**src/hdl/mpt_pkg.sv**
```systemverilog
package mpt_pkg;

	// Data and address widths
	localparam int DATA_W = 16;
	localparam int ADDR_W = 4;

	// Register indices
	localparam logic [3:0] OFS_CONTROL = 4'h0;
	localparam logic [3:0] OFS_PERIOD = 4'h1;
	localparam logic [3:0] OFS_DUTY = 4'h2;
	localparam logic [3:0] OFS_PHASE = 4'h3;
	localparam logic [3:0] OFS_CLOCK_CONTROL = 4'h4;
	localparam logic [3:0] OFS_TIMER = 4'h5;
	localparam logic [3:0] OFS_INT_STATUS = 4'h6;
	localparam logic [3:0] OFS_INT_CLEAR = 4'h7;
	localparam logic [3:0] OFS_INT_ENABLE = 4'h8;

	// Control register field positions
	localparam int CTRL_EN_BIT = 0;
	localparam int CTRL_MODE_LSB = 1;
	localparam int CTRL_OVR_BIT = 3;
	localparam int CTRL_OFS_LSB = 4;

	// Clock control field positions
	localparam int CLK_CS_LSB = 0;
	localparam int CLK_PS_LSB = 4;

	// Waveform modes
	localparam logic [1:0] MODE_STANDARD = 2'h0;
	localparam logic [1:0] MODE_SET_ON_MATCH = 2'h1;
	localparam logic [1:0] MODE_TOGGLE = 2'h2;
	localparam logic [1:0] MODE_CENTER = 2'h3;

	// Clock sources
	localparam logic [1:0] CS_SYSTEM = 2'h0;
	localparam logic [1:0] CS_HFINT = 2'h1;
	localparam logic [1:0] CS_LFINT = 2'h2;

	// Offset resync modes
	localparam logic [1:0] OFSM_OFF = 2'h0;

	// Interrupt event bits
	localparam int INT_W = 4;
	localparam int EV_PERIOD = 0;
	localparam int EV_DUTY = 1;
	localparam int EV_PHASE = 2;
	localparam int EV_OFFSET = 3;

	// Reset values
	localparam logic [7:0] CLKCON_RESET = 8'h00;
	localparam logic [15:0] COUNT_RESET = 16'h0000;

	typedef struct packed {
		logic [1:0] offset_mode;
		logic level_override_bit;
		logic [1:0] mode;
		logic enable;
	} mpt_control_t;

	typedef struct packed {
		logic [2:0] clock_divider_select;
		logic [1:0] clock_source_select;
	} mpt_clock_control_t;

	typedef struct packed {
		logic [3:0] addr;
		logic [15:0] wdata;
		logic wr;
		logic rd;
	} mpt_bus_req_t;

endpackage : mpt_pkg

```
**src/hdl/mpt_prescaler.sv**
```systemverilog
`timescale 1ns/100ps
`default_nettype none

module mpt_prescaler (
	// Clock and reset
	input wire logic clk_sys,
	input wire logic rst_b,
	// Source tick and divider setting
	input wire logic src_tick,
	input wire logic clear,
	input wire logic [2:0] div_sel,
	// Prescaled tick
	output logic tick
);

	typedef struct packed {
		logic [6:0] cnt;
		logic tick;
	} mpt_pre_state_t;

	mpt_pre_state_t st_reg;
	mpt_pre_state_t st_next;
	logic [6:0] mask;

	always_comb
	begin
		st_next = st_reg;
		mask = 7'(({7'h00, 1'b1} << div_sel) - 8'h01);
		st_next.tick = 1'b0;
		if (clear)
		begin
			st_next.cnt = 7'h00;
		end
		else if (src_tick)
		begin
			if ((st_reg.cnt & mask) == mask)
			begin
				st_next.cnt = 7'h00;
				st_next.tick = 1'b1;
			end
			else
			begin
				st_next.cnt = st_reg.cnt + 7'h01;
			end
		end
	end

	always_ff @(posedge clk_sys)
	begin
		if (!rst_b)
		begin
			st_reg <= '0;
		end
		else
		begin
			st_reg <= st_next;
		end
	end

	assign tick = st_reg.tick;

endmodule : mpt_prescaler

`default_nettype wire

```
**src/hdl/mpt_timer.sv**
```systemverilog
`timescale 1ns/100ps
`default_nettype none

module mpt_timer (
	// Clock and reset
	input wire logic clk_sys,
	input wire logic rst_b,
	// Register port
	input wire mpt_pkg::mpt_bus_req_t bus_req,
	output logic [15:0] rdata,
	// Clock source pins
	input wire logic high_freq_internal_osc,
	input wire logic low_freq_internal_osc,
	// Offset match event pin
	input wire logic offset_match_in,
	// Outputs
	output logic pwm_out,
	output logic irq
);

	typedef struct packed {
		logic [2:0] hf_sync;
		logic [2:0] lf_sync;
		logic [2:0] ofs_sync;
		mpt_pkg::mpt_control_t ctrl;
		mpt_pkg::mpt_clock_control_t clkcon;
		logic [15:0] period_count;
		logic [15:0] duty_count;
		logic [15:0] phase_count;
		logic [15:0] pwm_timer_count;
		logic count_down;
		logic ovr_pending;
		logic ofs_pending;
		logic out_level;
		logic [3:0] int_status;
		logic [3:0] int_enable;
		logic [15:0] rdata;
		logic irq;
	} mpt_state_t;

	mpt_state_t st_reg;
	mpt_state_t st_next;
	logic src_tick;
	logic tick;
	logic [3:0] events;
	logic [3:0] clr_mask;
	logic [15:0] up_match;
	logic [15:0] down_match;
	logic phase_hit;
	logic duty_hit;
	logic period_hit;

	function automatic logic reg_write(input mpt_pkg::mpt_bus_req_t req, input logic [3:0] ofs);
		reg_write = req.wr && (req.addr == ofs);
	endfunction : reg_write

	// Clock source choice
	always_comb
	begin
		unique case (st_reg.clkcon.clock_source_select)
			mpt_pkg::CS_SYSTEM: src_tick = 1'b1;
			mpt_pkg::CS_HFINT: src_tick = st_reg.hf_sync[1] && !st_reg.hf_sync[2];
			mpt_pkg::CS_LFINT: src_tick = st_reg.lf_sync[1] && !st_reg.lf_sync[2];
			default: src_tick = 1'b0;
		endcase
	end

	mpt_prescaler u_prescaler (
		.clk_sys(clk_sys),
		.rst_b(rst_b),
		.src_tick(src_tick),
		.clear(!st_reg.ctrl.enable),
		.div_sel(st_reg.clkcon.clock_divider_select),
		.tick(tick)
	);

	// Match values
	always_comb
	begin
		up_match = st_reg.period_count - st_reg.duty_count;
		down_match = up_match + 16'h0001;
		period_hit = st_reg.pwm_timer_count == st_reg.period_count;
		phase_hit = (st_reg.pwm_timer_count == st_reg.phase_count)
			&& (st_reg.pwm_timer_count <= st_reg.period_count);
		duty_hit = st_reg.pwm_timer_count == st_reg.duty_count;
	end

	always_comb
	begin
		st_next = st_reg;
		events = 4'h0;
		clr_mask = 4'h0;
		// Pin synchronisers
		st_next.hf_sync = {st_reg.hf_sync[1:0], high_freq_internal_osc};
		st_next.lf_sync = {st_reg.lf_sync[1:0], low_freq_internal_osc};
		st_next.ofs_sync = {st_reg.ofs_sync[1:0], offset_match_in};

		// Offset event capture
		if (st_reg.ofs_sync[1] && !st_reg.ofs_sync[2] && (st_reg.ctrl.offset_mode != mpt_pkg::OFSM_OFF)
			&& st_reg.ctrl.enable)
		begin
			st_next.ofs_pending = 1'b1;
			events[mpt_pkg::EV_OFFSET] = 1'b1;
		end

		// Waveform engine
		if (!st_reg.ctrl.enable)
		begin
			st_next.pwm_timer_count = mpt_pkg::COUNT_RESET;
			st_next.out_level = 1'b0;
			st_next.count_down = 1'b0;
			st_next.ofs_pending = 1'b0;
		end
		else if (tick)
		begin
			if (st_reg.ofs_pending)
			begin
				st_next.pwm_timer_count = mpt_pkg::COUNT_RESET;
				st_next.count_down = 1'b0;
				st_next.ofs_pending = 1'b0;
			end
			else if (st_reg.ctrl.mode == mpt_pkg::MODE_CENTER)
			begin
				if (!st_reg.count_down)
				begin
					if (period_hit)
					begin
						st_next.count_down = 1'b1;
						st_next.pwm_timer_count = (st_reg.period_count == 16'h0000) ? 16'h0000
							: st_reg.pwm_timer_count - 16'h0001;
					end
					else
					begin
						st_next.pwm_timer_count = st_reg.pwm_timer_count + 16'h0001;
					end
				end
				else if (st_reg.pwm_timer_count == 16'h0000)
				begin
					st_next.count_down = 1'b0;
					st_next.pwm_timer_count = (st_reg.period_count == 16'h0000) ? 16'h0000 : 16'h0001;
				end
				else
				begin
					st_next.pwm_timer_count = st_reg.pwm_timer_count - 16'h0001;
				end
			end
			else if (period_hit || (st_reg.pwm_timer_count > st_reg.period_count))
			begin
				st_next.pwm_timer_count = mpt_pkg::COUNT_RESET;
			end
			else
			begin
				st_next.pwm_timer_count = st_reg.pwm_timer_count + 16'h0001;
			end

			if (period_hit)
			begin
				events[mpt_pkg::EV_PERIOD] = 1'b1;
			end
			if (phase_hit)
			begin
				events[mpt_pkg::EV_PHASE] = 1'b1;
			end
			if (duty_hit)
			begin
				events[mpt_pkg::EV_DUTY] = 1'b1;
			end

			unique case (st_reg.ctrl.mode)
				mpt_pkg::MODE_STANDARD:
				begin
					if (phase_hit)
					begin
						st_next.out_level = 1'b1;
					end
					if (duty_hit)
					begin
						st_next.out_level = 1'b0;
					end
				end
				mpt_pkg::MODE_SET_ON_MATCH:
				begin
					if (st_reg.ovr_pending)
					begin
						st_next.out_level = st_reg.ctrl.level_override_bit;
					end
					else if (phase_hit)
					begin
						st_next.out_level = 1'b1;
					end
				end
				mpt_pkg::MODE_TOGGLE:
				begin
					if (phase_hit)
					begin
						st_next.out_level = !st_reg.out_level;
					end
				end
				mpt_pkg::MODE_CENTER:
				begin
					if (!st_reg.count_down && (st_reg.pwm_timer_count == up_match))
					begin
						st_next.out_level = 1'b1;
					end
					else if (st_reg.count_down && (st_reg.pwm_timer_count == down_match))
					begin
						st_next.out_level = 1'b0;
					end
				end
			endcase
			st_next.ovr_pending = 1'b0;
		end

		// Register writes
		if (reg_write(bus_req, mpt_pkg::OFS_CONTROL))
		begin
			st_next.ctrl.enable = bus_req.wdata[mpt_pkg::CTRL_EN_BIT];
			st_next.ctrl.mode = bus_req.wdata[mpt_pkg::CTRL_MODE_LSB +: 2];
			st_next.ctrl.level_override_bit = bus_req.wdata[mpt_pkg::CTRL_OVR_BIT];
			st_next.ctrl.offset_mode = bus_req.wdata[mpt_pkg::CTRL_OFS_LSB +: 2];
			if (bus_req.wdata[mpt_pkg::CTRL_MODE_LSB +: 2] == mpt_pkg::MODE_SET_ON_MATCH)
			begin
				st_next.ovr_pending = 1'b1;
			end
			if (!bus_req.wdata[mpt_pkg::CTRL_OVR_BIT] && (st_reg.ctrl.mode == mpt_pkg::MODE_SET_ON_MATCH))
			begin
				st_next.ovr_pending = 1'b1;
			end
		end
		if (reg_write(bus_req, mpt_pkg::OFS_PERIOD))
		begin
			st_next.period_count = bus_req.wdata;
		end
		if (reg_write(bus_req, mpt_pkg::OFS_DUTY))
		begin
			st_next.duty_count = bus_req.wdata;
		end
		if (reg_write(bus_req, mpt_pkg::OFS_PHASE))
		begin
			st_next.phase_count = bus_req.wdata;
		end
		if (reg_write(bus_req, mpt_pkg::OFS_CLOCK_CONTROL))
		begin
			st_next.clkcon.clock_divider_select = bus_req.wdata[mpt_pkg::CLK_PS_LSB +: 3];
			st_next.clkcon.clock_source_select = bus_req.wdata[mpt_pkg::CLK_CS_LSB +: 2];
		end
		if (reg_write(bus_req, mpt_pkg::OFS_INT_ENABLE))
		begin
			st_next.int_enable = bus_req.wdata[3:0];
		end
		if (reg_write(bus_req, mpt_pkg::OFS_INT_CLEAR))
		begin
			clr_mask = bus_req.wdata[3:0];
		end

		// Sticky status, set beats clear
		st_next.int_status = (st_reg.int_status & ~clr_mask) | events;
		st_next.irq = |(st_next.int_status & st_next.int_enable);

		// Read data, one cycle after strobe
		st_next.rdata = 16'h0000;
		if (bus_req.rd)
		begin
			unique case (bus_req.addr)
				mpt_pkg::OFS_CONTROL: st_next.rdata = {10'h000, st_reg.ctrl};
				mpt_pkg::OFS_PERIOD: st_next.rdata = st_reg.period_count;
				mpt_pkg::OFS_DUTY: st_next.rdata = st_reg.duty_count;
				mpt_pkg::OFS_PHASE: st_next.rdata = st_reg.phase_count;
				mpt_pkg::OFS_CLOCK_CONTROL: st_next.rdata = {9'h000, st_reg.clkcon.clock_divider_select,
					2'h0, st_reg.clkcon.clock_source_select};
				mpt_pkg::OFS_TIMER: st_next.rdata = st_reg.pwm_timer_count;
				mpt_pkg::OFS_INT_STATUS: st_next.rdata = {12'h000, st_reg.int_status};
				mpt_pkg::OFS_INT_ENABLE: st_next.rdata = {12'h000, st_reg.int_enable};
				default: st_next.rdata = 16'h0000;
			endcase
		end
	end

	always_ff @(posedge clk_sys)
	begin
		if (!rst_b)
		begin
			st_reg <= '0;
			st_reg.clkcon.clock_divider_select <= mpt_pkg::CLKCON_RESET[mpt_pkg::CLK_PS_LSB +: 3];
			st_reg.clkcon.clock_source_select <= mpt_pkg::CLKCON_RESET[mpt_pkg::CLK_CS_LSB +: 2];
		end
		else
		begin
			st_reg <= st_next;
		end
	end

	assign rdata = st_reg.rdata;
	assign pwm_out = st_reg.out_level;
	assign irq = st_reg.irq;

endmodule : mpt_timer

`default_nettype wire

```
**config.mk**
```make
export PLATFORM = sky130hd
export DESIGN_NAME = mpt_timer
export DESIGN_NICKNAME = d
export VERILOG_FILES = /design/src/hdl/mpt_pkg.sv /design/src/hdl/mpt_prescaler.sv /design/src/hdl/mpt_timer.sv
export SDC_FILE = /design/constraint.sdc
export NUM_CORES = 1
export LEC_CHECK = 0
export BUFFER_PORTS_ARGS = -buffer_cell sky130_fd_sc_hd__buf_4
export CORE_MARGIN = 2
export CORE_UTILIZATION = 67
export DETAILED_ROUTE_END_ITERATION = 8
export GPL_TIMING_DRIVEN = 0
export PLACE_DENSITY_LB_ADDON = 0.05
export SYNTH_ARGS = -nofsm -noshare
export SYNTH_HDL_FRONTEND = slang
export SYNTH_HIERARCHICAL = 1
export SYNTH_SLANG_ARGS = --single-unit
```
**constraint.sdc**
```tcl
create_clock -name clk_sys -period 12.5 [get_ports clk_sys]
set_input_delay 0.625 -clock clk_sys [delete_from_list [all_inputs] [get_ports clk_sys]]
set_output_delay 0.625 -clock clk_sys [all_outputs]
set_load 0.01 [all_outputs]
```
; ---- After elaboration in Yosys (flattened, before gate mapping)
; Cells that the tools add are included.
[totals]
regBits = 121
input_bits = 27
word_cells = 131
[op_classes]
add_sub_neg = 6
n_lt_le_gt_ge = 2
n_eq_ne = 22
shift = 1
muxes = 36
bitwise = 5
reduce_logical = 36
[op_table]
columns = operator, count
row1 = $pmux W16 S8, 1
row2 = $eq A16 B16 Y1, 5
row3 = $mux W16, 5
row4 = $mux W17, 2
row5 = $add A16 B1 Y16 const B, 2
row6 = $logic_not A16 Y1, 2
row7 = $mux W1, 20
row8 = $eq A4 B3 Y1 const B, 4
row9 = $gt A16 B16 Y1, 1
row10 = $le A16 B16 Y1, 1
row11 = $logic_and A1 B1 Y1, 16
row12 = $sub A16 B1 Y16 const B, 1
row13 = $sub A16 B16 Y16, 1
row14 = $mux W3, 3
row15 = $and A4 B4 Y4, 2
row16 = $eq A4 B2 Y1 const B, 2
row17 = $mux W4, 2
row18 = $add A7 B1 Y7 const B, 1
row19 = $and A7 B7 Y7, 1
row20 = $eq A7 B7 Y1, 1
row21 = $mux W7, 1
row22 = $shl A1 B3 Y7 const A, 1
row23 = $sub A7 B1 Y7 const B, 1
row24 = $eq A2 B1 Y1 const B, 3
row25 = other kinds (17), 29

; ---- Logic depth before layout (Yosys ltp)
; Gate-level depths: netlist of the first run.
[logic_depth]
word_depth = 12
ltp_mapped = 15

; ---- Hierarchy
; Netlist of the first run, hierarchy kept.
[by_module_without_submodules]
columns = mod, instances, cells_each, area_each_um2, seq_area_each_um2
row1 = mpt_timer, 1, 1016, 7807.5, 2262.2
row2 = mpt_prescaler, 1, 46, 409.1, 160.2

; ---- Worst setup path before layout of the first run
; Ideal clock, no wire load.
[synth_timing]
path_type = register to register
start = register st_reg[77] in the netlist's numbering
end = register st_reg, in the netlist pwm_out
arrival_ns = 4.046
setup_slack_ns = 8.331
path_stages_with_launch = 16
path_buffers = 1
path_cell_list = dfxtp_1 -> inv_1 -> ha_1 -> fa_1 -> nand2b_1 -> a211o_1 -> nor2b_1 -> xnor2_2 -> nand2_4 -> or4b_4 -> buf_6 -> a2111oi_4 -> xnor2_1 -> or4_1 -> o31ai_1 -> mux2_1
[synth_between]
elab_chain_cells = 6
elab_cells_between_ends = 16
[synth_rtl]
columns = item, line_no
row1 = "start, declared", mpt_timer.sv:41  ; mpt_state_t st_reg;
row2 = "start signal, assigned", mpt_timer.sv:289  ; st_reg <= st_next;
row3 = $sub A16 B16 Y16, mpt_timer.sv:80  ; up_match = st_reg.period_count - st_reg.duty_count;
row4 = $add A16 B1 Y16, mpt_timer.sv:81  ; down_match = up_match + 16'h0001;
row5 = $eq A16 B16 Y1, mpt_timer.sv:205  ; else if (st_reg.count_down && (st_reg.pwm_timer_count == down_match))
row6 = $logic_and A1 B1 Y1, mpt_timer.sv:205
row7 = $ne A3 B1 Y1 (no line), n/a
row8 = $reduce_and A3 Y1 (no line), n/a
; Several ways; a longest one is shown, not always the timed one.
; A chain may end at the register's enable or synchronous reset.

; ---- Worst setup path in the final report of the first run
[layout_timing]
start = register st_reg[87] in the netlist's numbering
end = register st_reg, in the netlist pwm_out
; The elaborated chain is that of the path after synthesis.

==> flow_summary.yaml, run 1 <==
layout:
  final_cells: 1282
  fin_nets: 1186
  num_antenna_cells: 0
  multi_input_area_um2: 5250
  drive_gt1_share_pct: 9.87
  utilization_pct: 77.8
  largest_reg_flops: 89
  fillers: 933
  layout_common_cells: "nand2_1 (161), dfxtp_1 (121), nor2_1 (75)"
  seq_area_um2: 2420
  final_common_cell: "nand2_1"
  syn2layout_area_growth_pct: 13.8
timing:
  finalCritPeriodShare_pct: 41.7
  relSlewSlack_pct: 9.79
  final.min_clock_period_ns: 5.21
  finalSetupTns_ns: 0
  hold-worst-slack_ns: 0.401
  maxSlewViolCount: 0
  rsz0062_at_grt: "false"
  setup-violations-final: 0
  final_hold_viol_count: 0
  worstMarginPinSlew_ns: 1.32
  max_freq_mhz: 192
  fin_skew_ns: 0.00718
power_and_ir_drop:
  power_density_nw_per_um2: 111
  p_leak_uw: 0.00348
  power_uw: 1040
  vdd.ir_drop.worst_mv: 0.141
synthesis:
  avgSynthCellArea_um2: 7.74
  ys_types: 84
  async_flop_share_pct: 0
  synth_top_family_by_area: "simple AND/OR/NAND/NOR gates"
  mappedNetlistArea_um2: 8220
  yosysWarnings: 6
  synth_cells: 1062
  synth_fa_ha_area_share_pct: 5.73
  synth_xor_xnor_area_share_pct: 8.48
  yosys.area.top_type: "dfxtp_1"
  synth_compound_area_share_pct: 22.0
  yosys_most_used_dff: "dfxtp_1"
  synth-seq-area-share_pct: 29.5
  syn_nets: 1126
  yosys.area_share.simple_pct: 24.9
  muxShareOfSynthArea_pct: 2.63
  synth.area.top_cells: "dfxtp_1 (29%), nand2_1 (7.4%), ha_1 (5.5%), xnor2_1 (5.4%), a21boi_0 (4.9%)"
  synth_top_area_share_pct: 29.5
  ys_seq_elements: 121
  synth-edff-count: 0
global_route:
  grt_pass1_wl_um: 38700
  grt_overflow: 0
  antenna_found_initial: 0
  gr-usage-all-layers_pct: 37.8
  grt_max_degree: 17
  grt_pass1_vias: 7672
worst_setup_path:
  cpPeakStageDelay_ns: 1.14
  reg2reg_depth: 13
  slowest_stage: "a2111oi_0"
  path_delay_family: "compound AO/OA/AOI/OAI gates"
  path_cells: "inv_1 -> ha_1 -> a21o_1 -> a21o_1 -> a221oi_1 -> o21ai_0 -> a2111oi_0 -> o21a_1 -> o21ai_0 -> or3_1 -> or4_1 -> o31ai_1 -> mux2_1"
  worst-setup-path-type: "flip-flop to flip-flop"
  cp.depth: 13
  cp_max_fo: 5
  arrival_ns: 5.52
  required_ns: 12.81
  cp-start-kind: "flip-flop"
  path_buf_inv: 1
  end_kind: "flip-flop"
clock_network:
  htreeDepth: 4
  clk_latency_ns: 0.43
  cts_resized: 0
  ctsHoldBuffers: 0
  cts_setup_buffers: 0
  cts_buffer_depth: 2
  cts.sinks: 121
  clk_pin_slew_ns: 0.06
  tritoncts: "built"
  cts_root_buf: "clkbuf_16"
  cts_buffers: 17
detailed_routing:
  first_pass_iters: 7
  drt_iter0_drc: 924
  wl_um: 24800
  ant_nets: 0
  drt_drc_violations_left: 0
  avgRoutedWirePerCell_um: 19.4
  routed_via_density: 6.46
  num_vias: 8278
floorplan:
  core_area_um2: 12000
  ios: 45
  die_x_um: 115
  fp.dieH_um: 115
  rows: 40
  start_util_pct: 68.4
  dieArea_um2: 13200
placement:
  dp_hpwl_um: 18300
  place_inst: 1250
  place.gp.congestion: 0.945
  port_buffers: 41
worst_hold_path:
  holdCritPathClass: "primary input to flip-flop"
  whs_path_depth: 2
flow_run:
  maxCapViolCount: 0
run_status:
  status: "completed"
[worst reg2reg max path: stages (launching register included)]
cell,delay [ns]
dfxtp_1,0.47
inv_1,0.08
ha_1,0.30
a21o_1,0.17
a21o_1,0.17
a221oi_1,0.27
o21ai_0,0.13
a2111oi_0,1.14
o21a_1,0.32
o21ai_0,0.15
or3_1,0.43
or4_1,0.51
o31ai_1,0.56
mux2_1,0.39
[cell usage after synthesis (5+ instances only)]
master and instances:
a21boi_0 54, a21o_1 9, a21oi_1 53, a221oi_1 5, a222oi_1 10, a22oi_1 10, a31oi_1 5, a32oi_1 9
and2_1 19, and3_1 7, buf_1 5, buf_4 16, clkbuf_1 56, dfxtp_1 121, ha_1 36, inv_1 50
mux2i_1 16, nand2_1 161, nand2b_1 9, nand3_1 32, nand4_1 19, nor2_1 75, nor2b_1 21, nor3_1 21
nor3b_1 7, nor4_1 19, o21a_1 6, o21ai_0 37, o22ai_1 5, or4_1 5, xnor2_1 51, xor2_1 24
[final timing paths]
path / startpoint / endpoint / slack [ns]
min: offset_match_in / st_next[105]$_SDFF_PN0_ / 0.40
max: st_reg[87]$_SDFFE_PN0P_ / pwm_out$_SDFFE_PN0P_ / 7.29
max reg2reg: st_reg[87]$_SDFFE_PN0P_ / pwm_out$_SDFFE_PN0P_ / 7.29
min reg2reg: st_next[105]$_SDFF_PN0_ / st_next[106]$_SDFF_PN0_ / 0.44
[metrics by stage]
step	instance area, um^2	setup WS [ns]
floorplan	8220	8.33
global placement	8710	7.47
detailed placement	8710	7.45
CTS	9350	7.42
global route	9350	7.13
finish	9350	7.29
[where the power goes]
part,internal (uW),switching (uW)
combinational,45.6,72.2
clock,341,186
sequential,390,3.67
[routing by layer]
metal	global-route usage [%]	up-vias	wire, um
met5	0	-	0
met2	59.7	489	11100
met4	21.4	0	1420
met3	8.49	106	2180
li1	-	3872	-
met1	47.9	3811	10100
[cell type report]
class | instances | share of cell area, %
multi-input combinational | 812 | 56.1
sequential | 121 | 25.9
clock buffer | 23 | 5.33
buffer | 79 | 3.91
timing repair buffer | 41 | 3.29
inverter | 50 | 2.01
tap | 147 | 1.97
clock inverter | 9 | 1.46
[cell families after synthesis]
| kind of cell | Yosys count |
|---|---|
| AO/OA/AOI/OAI | 255 |
| AND/OR/NAND/NOR | 422 |
| XOR/XNOR | 77 |
| adder cells (fa/ha/maj) | 37 |
| multiplexers | 21 |
| buffers and inverters | 129 |
| flip-flops | 121 |
Note: power is estimated with default switching activity, not from simulation.
==> run 2: changes to the inputs <==
--- a/config.mk
+++ b/config.mk
@@ -7,7 +7,7 @@
 export LEC_CHECK = 0
 export BUFFER_PORTS_ARGS = -buffer_cell sky130_fd_sc_hd__buf_4
 export CORE_MARGIN = 2
-export CORE_UTILIZATION = 67
+export CORE_UTILIZATION = 62
 export DETAILED_ROUTE_END_ITERATION = 8
 export GPL_TIMING_DRIVEN = 0
 export PLACE_DENSITY_LB_ADDON = 0.05
==> constraint.sdc (replaced) <==
create_clock -name clk_sys -period 4.84 [get_ports clk_sys]
set_input_delay 0.242 -clock clk_sys [delete_from_list [all_inputs] [get_ports clk_sys]]
set_output_delay 0.242 -clock clk_sys [all_outputs]
set_load 0.01 [all_outputs]
==> run 2 against run 1 <==
Compared with the run above: sequential cell count unchanged; clock power increased to 2.6 times the previous value; final area increased by 0.51%; largest power group unchanged.
==> flow_summary.yaml, run 2 (synthesis results as in run 1) <==
run_status:
  status: "completed"
layout:
  syn2layout_area_growth_pct: 14.4
  final_common_cell: "nand2_1"
  final_area_um2: 9400
  fin_nets: 1186
  final_cells: 1311
  utilization_pct: 71.8
  largest_reg_flops: 89
  layout_common_cells: "nand2_1 (161), dfxtp_1 (121), nor2_1 (75)"
  drive_gt1_share_pct: 10.3
  num_antenna_cells: 0
worst_setup_path:
  arrival_ns: 5.05
  end_kind: "flip-flop"
  cpPeakStageDelay_ns: 0.54
  startpoint: "st_reg[77]$_SDFFE_PN0P_"
  required_ns: 5.16
  slowest_stage: "or4_1"
  cp_max_fo: 6
  worst-setup-path-type: "flip-flop to flip-flop"
  cp-start-kind: "flip-flop"
  regToRegStartpoint: "st_reg[77]$_SDFFE_PN0P_"
  path_cells: "inv_1 -> ha_1 -> fa_1 -> nand2b_1 -> a211o_1 -> nor2b_1 -> xnor2_2 -> nand2_4 -> or4b_4 -> buf_6 -> a2111oi_4 -> xnor2_1 -> or4_1 -> o31ai_2 -> mux2_1"
power_and_ir_drop:
  power.switching_uw: 726
  p_leak_uw: 0.00348
  vdd.ir_drop.worst_mv: 0.271
  power_density_nw_per_um2: 286
  internal-power_uw: 1960
  seqPwrFrac_pct: 37.8
  swShare_pct: 27.0
  power_frac_comb_pct: 11.5
  clkPwrFrac_pct: 50.7
timing:
  worstMarginPinSlew_ns: 1.07
  setup-violations-final: 0
  fin_skew_ns: 0.0116
  maxSlewViolCount: 0
  rsz0062_at_grt: "false"
  setup_slack_ns: 0.104
  finalCritPeriodShare_pct: 97.8
  relSlewSlack_pct: 27.9
  hold-worst-slack_ns: 0.0109
  final.min_clock_period_ns: 4.74
  max_freq_mhz: 211
  final_hold_viol_count: 0
placement:
  place_ws_ns: -0.190
  place_inst: 1279
  dp_hpwl_um: 18400
  dpl_cell_area_um2: 8740
  port_buffers: 41
  place.gp.congestion: 0.915
clock_network:
  htreeDepth: 4
  cts_buffers: 17
  clk_latency_ns: 0.44
  clk_pin_slew_ns: 0.06
  tritoncts: "built"
  cts_root_buf: "clkbuf_16"
  cts_buffer_depth: 2
  cts.sinks: 121
  cts_setup_buffers: 0
detailed_routing:
  routed_via_density: 6.24
  first_pass_iters: 6
  drt_drc_violations_left: 0
  num_vias: 8175
  avgRoutedWirePerCell_um: 19.0
  drt_iter0_drc: 899
  wl_um: 24900
  ant_nets: 0
global_route:
  grtUsageMet2_pct: 56.5
  met1_usage_pct: 45.9
  grt_pass1_vias: 7464
  antenna_found_initial: 0
  grt_busiest_layer: "met2"
  grt_pass1_wl_um: 39200
  grt_max_degree: 17
  grt_overflow: 0
  gr-usage-all-layers_pct: 35.2
  use_met3_pct: 5.70
floorplan:
  start_util_pct: 62.8
  core_area_um2: 13100
  dieArea_um2: 14200
  fp.dieH_um: 119
  ios: 45
  die_x_um: 119
  rows: 42
worst_hold_path:
  holdCritPathClass: "primary input to flip-flop"
  worstHoldStart: "offset_match_in"
flow_run:
  maxCapViolCount: 0
[run 2: cell type report]
| type | instances | area (um^2) |
|---|---|---|
| clock inverter | 14 | 184 |
| timing repair buffer | 41 | 308 |
| multi-input combinational | 812 | 5270 |
| buffer | 79 | 365 |
| inverter | 50 | 188 |
| clock buffer | 18 | 439 |
| fill | 1087 | 3690 |
| sequential | 121 | 2420 |
| tap | 176 | 220 |
[run 2: worst max-delay path, delay by kind of cell, from the launching register on]
kind	cells	cell delay (ns)
mux	1	0.38
flops	1	0.39
xor+xnor	2	0.47
compound gates	3	0.98
simple gates	5	1.52
fa+ha+maj	2	0.62
buf+inv	2	0.24
[run 2: timing repair]
item | in CTS | in global routing
resized for setup | 1 | 4
endpoints found under the setup margin | 2 | 10
hold buffers | 0 | 0
[run 2: per-stage QoR]
stage / total power [uW] / setup TNS [ns]
final: 2690 / 0
after global routing: 2760 / 0
after CTS: 2670 / 0
after detailed placement: 1330 / -0.214
after global placement: 1330 / -0.246
after floorplan: 1240 / 0
[run 2: per-layer routing]
metal | part of all wire, % | wire (um)
met1 | 42 | 10500
met2 | 46 | 11300
met3 | 7.5 | 1870
met4 | 4.6 | 1150
met5 | 0 | 0
[run 2: power groups by stage]
stage / registers, uW / clock network (uW) / logic [uW]
after detailed placement: 1040 / 0 / 295
after global placement: 1040 / 0 / 292
after floorplan: 1030 / 0 / 210
after CTS: 1010 / 1360 / 299
final: 1020 / 1360 / 308
after global routing: 1020 / 1410 / 335
[run 2: path summary, 6_finish.rpt]
kind                                           endpoint  slack [ns]  cells after the start
worst min register to register  st_next[106]$_SDFF_PN0_        0.43                      1
worst max-delay path               pwm_out$_SDFFE_PN0P_        0.10                     15
worst min-delay path            st_next[105]$_SDFF_PN0_        0.01                      2
worst max register to register     pwm_out$_SDFFE_PN0P_        0.10                     15
